### src/rtl/mcp_defines.svh
`ifndef MCP_DEFINES_SVH
`define MCP_DEFINES_SVH

// ----------------------------------------
// Control word fields
// ----------------------------------------
`define MCP_BIT_FORCE_BUSY 12
`define MCP_BIT_ACCESSED 11
`define MCP_BIT_NEXT_BUF 10
`define MCP_BIT_BROADCAST_SEEN_FLAG_SEEN 9
`define MCP_BIT_PP_ACK 8
`define MCP_BIT_PP_SUSPEND 3
`define MCP_BIT_PP_SELECT 2
`define MCP_HOST_MASK 16'hF00C
`define MCP_DEV_MASK 16'h0F00
`define MCP_WORD_RESET 16'h0000
`define MCP_BROADCAST_SEEN_FLAG_ADDR 5'h1F

// ----------------------------------------
// Host register offsets (Wishbone)
// ----------------------------------------
`define MCP_REG_CTRL 4'h0
`define MCP_REG_WDATA 4'h4
`define MCP_REG_RDATA 4'h8
`define MCP_REG_STATUS 4'hC
`define MCP_CTRL_GO 0
`define MCP_CTRL_WE 1
`define MCP_CTRL_TERM_EN 2

`endif

### src/rtl/mcp_pkg.sv
`default_nettype none
package mcp_pkg;
  typedef logic [15:0] mcp_word_t;
  typedef enum logic [0:0] {MCP_DEV_IDLE = 1'b0, MCP_DEV_MSG = 1'b1} mcp_dev_state_t;
  typedef enum logic [1:0] {
    MCP_HOST_IDLE = 2'b00,
    MCP_HOST_REQ = 2'b01,
    MCP_HOST_GAP = 2'b10
  } mcp_host_state_t;
endpackage
`default_nettype wire

### src/rtl/mcp_if.sv
`default_nettype none
interface mcp_if;
  import mcp_pkg::*;
  // Host access to the control word
  logic req;
  logic we;
  mcp_word_t wdata;
  // Device answer
  logic ack;
  mcp_word_t rdata;
  modport dev (input req, input we, input wdata, output ack, output rdata);
  modport host (output req, output we, output wdata, input ack, input rdata);
endinterface
`default_nettype wire

### src/rtl/mcp_device.sv
// Summary of operation
// - Set accessed flag at message completion
// - Accessed flag clears on reset or read
// - Host may poll accessed flag
// - Next-buffer bit picks pointer A or B
// - Toggle next-buffer after error-free ping-pong message
// - Hold-on-failure keeps pointer after failed messages
// - Next-buffer resets to zero, buffer A
// - Flag valid broadcast transmit mode commands
// - Broadcast disable makes address 31 invalid
// - Broadcast flag cleared only by resets
// - Ack bit driven only by device
// - Assert ack when ping-pong becomes active
// - Suspend request clears ack
// - Host services buffer only while ack low
// - Clearing suspend request reasserts ack
// - Select set, ack clear: indexed mode
// - Disable handshake leaves next-buffer unchanged
// - Select chooses ping-pong or indexed buffering
// - Host writes select only when terminal enabled
// - Busy reply: no data, no toggle
`include "mcp_defines.svh"
`default_nettype none
module mcp_device (
  // Clock and reset
  input wire logic sys_clk,
  input wire logic rstn,
  input wire logic soft_reset,
  // Shared word port
  mcp_if.dev mc,
  // Terminal configuration
  input wire logic cfg_broadcast_disable,
  input wire logic cfg_hold_pointer,
  input wire logic cfg_global_busy,
  // Protocol engine events
  input wire logic cmd_start,
  input wire logic [4:0] cmd_rt_addr,
  input wire logic cmd_tx,
  input wire logic msg_done,
  input wire logic msg_ok,
  input wire logic msg_illegal,
  // Buffer steering
  output logic cmd_accept,
  output logic use_pingpong,
  output logic buf_sel_b,
  output logic mode_data_tx_en,
  output logic msg_active,
  output mcp_pkg::mcp_word_t word
);
  import mcp_pkg::*;

  // ----------------------------------------
  // State
  // ----------------------------------------
  mcp_word_t word_ff, nxt_word;
  logic ack_ff, nxt_ack;
  mcp_word_t rdata_ff, nxt_rdata;
  mcp_dev_state_t state_ff, nxt_state;
  logic pp_mode_ff, nxt_pp_mode;
  logic broadcast_seen_flag_ff, nxt_broadcast_seen_flag;
  logic tx_ff, nxt_tx;

  logic to_broadcast_seen_flag;
  logic busy_eff;
  logic host_rd;
  logic host_wr;
  logic toggle;

  // ----------------------------------------
  // Host link
  // ----------------------------------------
  // Ack is a one-cycle pulse; a request still held after ack is taken again two cycles later
  always_comb
  begin
    host_rd = mc.req && !ack_ff && !mc.we;
    host_wr = mc.req && !ack_ff && mc.we;
    nxt_ack = mc.req && !ack_ff;
    nxt_rdata = rdata_ff;
    if (host_rd)
    begin
      // Word as it stood before this cycle's status update
      nxt_rdata = word_ff;
    end
  end

  always_ff @(posedge sys_clk or negedge rstn)
  begin
    if (!rstn)
    begin
      ack_ff <= 1'b0;
      rdata_ff <= 16'h0000;
    end
    else
    begin
      ack_ff <= nxt_ack;
      rdata_ff <= nxt_rdata;
    end
  end

  // ----------------------------------------
  // Combinational
  // ----------------------------------------
  always_comb
  begin
    to_broadcast_seen_flag = (cmd_rt_addr == `MCP_BROADCAST_SEEN_FLAG_ADDR);
    // Address 31 becomes an invalid command when broadcast is off
    cmd_accept = cmd_start && (state_ff == MCP_DEV_IDLE)
      && !(to_broadcast_seen_flag && cfg_broadcast_disable);
    busy_eff = word_ff[`MCP_BIT_FORCE_BUSY] || cfg_global_busy;
    // Non-busy ping-pong messages move the pointer when error-free, or when illegal with hold off
    toggle = pp_mode_ff && !busy_eff
      && (msg_ok || (msg_illegal && !cfg_hold_pointer));

    nxt_word = word_ff;
    nxt_state = state_ff;
    nxt_pp_mode = pp_mode_ff;
    nxt_broadcast_seen_flag = broadcast_seen_flag_ff;
    nxt_tx = tx_ff;

    if (host_rd)
    begin
      nxt_word[`MCP_BIT_ACCESSED] = 1'b0;
    end
    if (host_wr)
    begin
      // Host reaches only its own bits; status bits stay device-owned
      nxt_word = (word_ff & ~`MCP_HOST_MASK) | (mc.wdata & `MCP_HOST_MASK);
    end

    case (state_ff)
      MCP_DEV_IDLE:
      begin
        // Ack follows the host only between messages, so a buffer
        // swap never lands in the middle of a transfer
        nxt_word[`MCP_BIT_PP_ACK] = word_ff[`MCP_BIT_PP_SELECT]
          && !word_ff[`MCP_BIT_PP_SUSPEND];
        if (cmd_accept)
        begin
          nxt_state = MCP_DEV_MSG;
          nxt_pp_mode = word_ff[`MCP_BIT_PP_SELECT]
            && word_ff[`MCP_BIT_PP_ACK];
          nxt_broadcast_seen_flag = to_broadcast_seen_flag;
          nxt_tx = cmd_tx;
        end
      end
      MCP_DEV_MSG:
      begin
        if (msg_done)
        begin
          nxt_state = MCP_DEV_IDLE;
          // One update of the status bits, host bits as merged above
          nxt_word[`MCP_BIT_ACCESSED] = 1'b1;
          if (toggle)
          begin
            nxt_word[`MCP_BIT_NEXT_BUF] = !word_ff[`MCP_BIT_NEXT_BUF];
          end
          if (broadcast_seen_flag_ff && tx_ff && msg_ok && !cfg_broadcast_disable)
          begin
            nxt_word[`MCP_BIT_BROADCAST_SEEN_FLAG_SEEN] = 1'b1;
          end
        end
      end
      default:
      begin
        nxt_state = MCP_DEV_IDLE;
      end
    endcase

    // Unused bits read as zero
    nxt_word = nxt_word & (`MCP_HOST_MASK | `MCP_DEV_MASK);

    if (soft_reset)
    begin
      nxt_word = `MCP_WORD_RESET;
      nxt_state = MCP_DEV_IDLE;
      nxt_pp_mode = 1'b0;
    end
  end

  // ----------------------------------------
  // Registers
  // ----------------------------------------
  always_ff @(posedge sys_clk or negedge rstn)
  begin
    if (!rstn)
    begin
      word_ff <= `MCP_WORD_RESET;
      state_ff <= MCP_DEV_IDLE;
      pp_mode_ff <= 1'b0;
      broadcast_seen_flag_ff <= 1'b0;
      tx_ff <= 1'b0;
    end
    else
    begin
      word_ff <= nxt_word;
      state_ff <= nxt_state;
      pp_mode_ff <= nxt_pp_mode;
      broadcast_seen_flag_ff <= nxt_broadcast_seen_flag;
      tx_ff <= nxt_tx;
    end
  end

  // ----------------------------------------
  // Outputs
  // ----------------------------------------
  assign mc.ack = ack_ff;
  assign mc.rdata = rdata_ff;
  assign word = word_ff;
  assign msg_active = (state_ff == MCP_DEV_MSG);
  assign use_pingpong = pp_mode_ff;
  // Pointer B when set; also used in indexed fallback
  assign buf_sel_b = word_ff[`MCP_BIT_NEXT_BUF];
  assign mode_data_tx_en = !busy_eff;

endmodule
`default_nettype wire

### src/flat_wrapper.sv
// flat-port wrapper written by rule: the top's interface ports become plain ports
module mcp_device_flat import mcp_pkg::*;
  (sys_clk, rstn, soft_reset, cfg_broadcast_disable, cfg_hold_pointer, cfg_global_busy, cmd_start, cmd_rt_addr, cmd_tx, msg_done, msg_ok, msg_illegal, cmd_accept, use_pingpong, buf_sel_b, mode_data_tx_en, msg_active, word, mc_req, mc_we, mc_wdata, mc_ack, mc_rdata);
  mcp_if mc_i ();
  input wire logic sys_clk;
  input wire logic rstn;
  input wire logic soft_reset;
  input wire logic cfg_broadcast_disable;
  input wire logic cfg_hold_pointer;
  input wire logic cfg_global_busy;
  input wire logic cmd_start;
  input wire logic [4:0] cmd_rt_addr;
  input wire logic cmd_tx;
  input wire logic msg_done;
  input wire logic msg_ok;
  input wire logic msg_illegal;
  output logic cmd_accept;
  output logic use_pingpong;
  output logic buf_sel_b;
  output logic mode_data_tx_en;
  output logic msg_active;
  output mcp_pkg::mcp_word_t word;
  input wire logic [$bits(mc_i.req)-1:0] mc_req;
  input wire logic [$bits(mc_i.we)-1:0] mc_we;
  input wire logic [$bits(mc_i.wdata)-1:0] mc_wdata;
  output wire logic [$bits(mc_i.ack)-1:0] mc_ack;
  output wire logic [$bits(mc_i.rdata)-1:0] mc_rdata;
  assign mc_i.req = mc_req;
  assign mc_i.we = mc_we;
  assign mc_i.wdata = mc_wdata;
  assign mc_ack = mc_i.ack;
  assign mc_rdata = mc_i.rdata;
  mcp_device u_core (.sys_clk(sys_clk), .rstn(rstn), .soft_reset(soft_reset), .mc(mc_i), .cfg_broadcast_disable(cfg_broadcast_disable), .cfg_hold_pointer(cfg_hold_pointer), .cfg_global_busy(cfg_global_busy), .cmd_start(cmd_start), .cmd_rt_addr(cmd_rt_addr), .cmd_tx(cmd_tx), .msg_done(msg_done), .msg_ok(msg_ok), .msg_illegal(msg_illegal), .cmd_accept(cmd_accept), .use_pingpong(use_pingpong), .buf_sel_b(buf_sel_b), .mode_data_tx_en(mode_data_tx_en), .msg_active(msg_active), .word(word));
endmodule
### config.mk
export PLATFORM = sky130hd
export DESIGN_NAME = mcp_device_flat
export DESIGN_NICKNAME = d
export VERILOG_FILES = /design/src/rtl/mcp_pkg.sv /design/src/rtl/mcp_if.sv /design/src/rtl/mcp_device.sv /design/src/flat_wrapper.sv
export VERILOG_INCLUDE_DIRS = /design/src /design/src/rtl
export SDC_FILE = /design/constraint.sdc
export NUM_CORES = 1
export LEC_CHECK = 0
export ABC_AREA = 1
export BUFFER_PORTS_ARGS = -buffer_cell sky130_fd_sc_hd__buf_4
export CAP_MARGIN = 25
export CORE_ASPECT_RATIO = 0.6
export CORE_MARGIN = 2
export CORE_UTILIZATION = 38
export CTS_CLUSTER_DIAMETER = 50
export DETAILED_ROUTE_END_ITERATION = 6
export HOLD_SLACK_MARGIN = 0.05
export PLACE_DENSITY_LB_ADDON = 0.3
export SLEW_MARGIN = 30
export SYNTH_ARGS = -nofsm -noshare
export SYNTH_HDL_FRONTEND = slang
export SYNTH_SLANG_ARGS = --single-unit
### constraint.sdc
create_clock -name sys_clk -period 1.1 [get_ports sys_clk]
set_clock_uncertainty 0.1 [all_clocks]
set_input_delay 0.22 -clock sys_clk [delete_from_list [all_inputs] [get_ports sys_clk]]
set_output_delay 0.22 -clock sys_clk [all_outputs]
set_load 0.1 [all_outputs]
==> results.sh <==
export IMPL_syn_inst=134
export IMPL_die_x_um=76.55
export IMPL_area_delta_synth_final_pct=107.9
export IMPL_drv_cap=0
export IMPL_io_pins=72
export IMPL_die_h_um=47.53
export IMPL_layout_min_cycle_time_ns=1.553
export IMPL_grt_pass1_vias=1168
export IMPL_min_delay_start="mc_wdata[15]"
export IMPL_nNetsFinal=252
export IMPL_ys_ff_latch=25
export IMPL_htree_levels=1
export IMPL_wl_per_cell_um=17.31
export IMPL_drive_gt1_share_pct=71.43
export IMPL_path_class="reg -> out"
export IMPL_post_synth_instance_area_um2=1200
export IMPL_drv_slew=0
export IMPL_dp_cells=229
export IMPL_whs_endpoint="u_core.word[15]$_DFFE_PN0P_"
export IMPL_path_buf_inv=2
export IMPL_r2r_end="u_core.mc.rdata[3]$_DFFE_PN0P_"
export IMPL_violations="negative setup slack"
export IMPL_hold_path_class="in -> reg"
export IMPL_clockBufferDepth=2
export IMPL_critPathLaunchType="flip-flop"
export IMPL_power_per_cell_area_nw_per_um2=1155
export IMPL_insertedDiodeCount=0
export IMPL_r2r_setup_slack_ns=-0.26
export IMPL_insertion_delay_ns=0.27
export IMPL_final_hold_viol_count=0
export IMPL_leakagePower_nw=1.165
export IMPL_drtAntennaViolNets=0
export IMPL_start_util_pct=40.72
export IMPL_status="finished, violations left"
export IMPL_timing_final_crit_share_pct=141.2
export IMPL_cts_tree="yes"
export IMPL_grtUsageTotal_pct=20.21
export IMPL_setup_ws_ns=-0.4534
export IMPL_place_area_um2=1697
export IMPL_ys_seq_area_share_pct=52.14
export IMPL_multi_input_area_um2=675.6
export IMPL_clkTransAtPathRegs_ns=0.08
export IMPL_required_ns=0.78
export IMPL_grt_pass1_wl_mm=5.595
export IMPL_fin_area_um2=2495
export IMPL_cp_top_family="flip-flops"
export IMPL_power_mw=2.881
export IMPL_rows=15
export IMPL_worstPathArrival_ns=1.23
export IMPL_cpMaxStageDelayCell="dfrtp_4"
export IMPL_finalNonFillerCells=259
export IMPL_dpl_worst_slack_ns=-0.3147
export IMPL_grt_overflow=0
export IMPL_path_max_fanout=2
export IMPL_cpPeakStageDelay_ns=0.49
export IMPL_yosys_warnings=0
export IMPL_cp_end_kind="primary output"
export IMPL_clock_sinks=25
export IMPL_r2r_cells=5
export IMPL_cts_root_buf="clkbuf_8"
export IMPL_core_um2=2947
export IMPL_die_area_um2=3638
export IMPL_fin_util_pct=84.67
export IMPL_dpl_hpwl_mm=2.137
export IMPL_seqCellArea_um2=669.4
export IMPL_grt_antenna_before_repair=0
export IMPL_first_pass_iters=4
export IMPL_drtIter0Drc=93
export IMPL_fmax_mhz=643.7
export IMPL_irDropWorstVdd_v=0.0008364
export IMPL_cts_made_buffers=3
export IMPL_rsz0062_at_grt="yes"
export IMPL_vias=1264
export IMPL_setup_viol=50
export IMPL_gp_congestion=0.7882
export IMPL_io_buffer_count=49
export IMPL_min_path_cells=3
export IMPL_drt_vias_per_instance=4.880
export IMPL_drc_errors=0
export IMPL_routed_wl_mm=4.483
export IMPL_worstPathCellList="nor2_4, nand2_4, clkinvlp_4, buf_12"
export IMPL_timing_rr_start="u_core.mc.ack$_DFF_PN0_"
export IMPL_fill_cells=140
export IMPL_yosysUniqueCellTypes=20
export IMPL_avgSynthCellArea_um2=8.954
export IMPL_grt_max_degree=26
==> Yosys cell counts (all sizes together) <==
| cell type | count | area share (%) |
|---|---|---|
| nor2 | 6 | 3.2 |
| inv | 25 | 7.8 |
| nor3 | 1 | 0.42 |
| o21a | 1 | 0.63 |
| buf | 14 | 9.1 |
| conb | 1 | 0.31 |
| a21oi | 4 | 1.7 |
| nand4 | 1 | 0.52 |
| dfrtp | 25 | 52 |
| o21ai | 9 | 5.9 |
| o21bai | 1 | 0.63 |
| nand2 | 31 | 10 |
| o22ai | 6 | 3.1 |
| nand3 | 9 | 4.2 |
==> cells in the final DEF, fill, tap and decap left out, types with 2 or more instances in the layout <==
| cell | Yosys | routed |
|---|---|---|
| buf_4 | 13 | 45 |
| buf_12 | 0 | 26 |
| inv_1 | 24 | 19 |
| dfrtp_2 | 0 | 17 |
| nand2_4 | 1 | 14 |
| conb_1 | 1 | 12 |
| nand2_1 | 30 | 11 |
| o21ai_2 | 7 | 8 |
| nand2_2 | 0 | 7 |
| dfrtp_4 | 0 | 6 |
| nand3_1 | 8 | 5 |
| o22ai_2 | 0 | 5 |
| buf_6 | 1 | 4 |
| inv_2 | 1 | 3 |
| nor2_1 | 5 | 3 |
| clkbuf_8 | 0 | 3 |
| dlygate4sd3_1 | 0 | 3 |
| nand2_8 | 0 | 2 |
| a21oi_2 | 0 | 2 |
| nor2_4 | 0 | 2 |
| clkinvlp_4 | 0 | 2 |
| nand3_4 | 0 | 2 |
| nand3_2 | 1 | 2 |
| dfrtp_1 | 25 | 2 |
==> worst min-delay path: cells and delay by family <==
family	cells	cell delay, ns
buffers and inverters	2	0.15
AO/OA/AOI/OAI	1	0.07
==> what timing repair did <==
action	in CTS	in global routing
gates resized for setup	80	47
buffers inserted	11	11
hold buffers	3	0
pin swaps	5	8
endpoints found under the hold margin	27	0
setup endpoints to repair	49	50
cloned	1	2
==> cell type report <==
class                      count  share of cell area, %
clock buffer                   4                  1.805
inverter                      25                  4.163
sequential                    25                  26.83
tap                           42                  2.106
timing repair buffer          79                  38.01
multi-input combinational     84                  27.08
==> routing by layer <==
| metal | GRT usage (%) | part of all wire (%) |
|---|---|---|
| met4 | 2.909 | 1.9 |
| met2 | 38.94 | 52 |
| met1 | 24.59 | 40 |
| met3 | 5.283 | 6.1 |
| met5 | 0 | 0 |
==> state kept, by name (all words and copies together), names as in the netlist <==
| name | count |
|---|---|
| u_core.broadcast_seen_flag_ff | 1 |
| u_core.mc.ack | 1 |
| u_core.use_pingpong | 1 |
| u_core.msg_active | 1 |
| u_core.tx_ff | 1 |
| u_core.word | 10 |
| u_core.mc.rdata | 10 |
==> power breakdown <==
part | internal [mW] | total (mW) | switching [mW]
clock network | 0.259 | 0.546 | 0.286
logic | 0.426 | 1.28 | 0.857
registers | 0.983 | 1.05 | 0.0693
total | 1.67 | 2.88 | 1.21
==> per-stage QoR <==
stage | hold slack, ns | TNS, ns
after CTS | 0.1024 | -6.750
after detailed placement | 0.04313 | -2.773
after global routing | 0.1049 | -9.731
after floorplan | -0.1756 | -5.344
final | 0.1099 | -8.419
after global placement | 0.03534 | -2.005
==> cell families (layout without fill, tap and decap cells) <==
logic type	Yosys count	after routing	synth area share, %
flip-flops	25	25	52.14
buffers and inverters	39	108	16.89
other	1	12	0.3125
AO/OA/AOI/OAI	21	21	11.99
AND/OR/NAND/NOR	48	51	18.67
==> worst max-delay path by stage <==
stage                                start                  endpoint  cells after the start
2_1_floorplan  u_core.msg_active$_DFF_PN0_  u_core.tx_ff$_DFFE_PN0P_                      5
3_3_place_gp                cmd_rt_addr[3]                cmd_accept                      7
3_5_place_dp                cmd_rt_addr[3]                cmd_accept                      7
4_1_cts        u_core.msg_active$_DFF_PN0_                cmd_accept                      4
5_1_grt        u_core.msg_active$_DFF_PN0_                cmd_accept                      4
6_report       u_core.msg_active$_DFF_PN0_                cmd_accept                      4
Power figures use the tool's default switching activity.
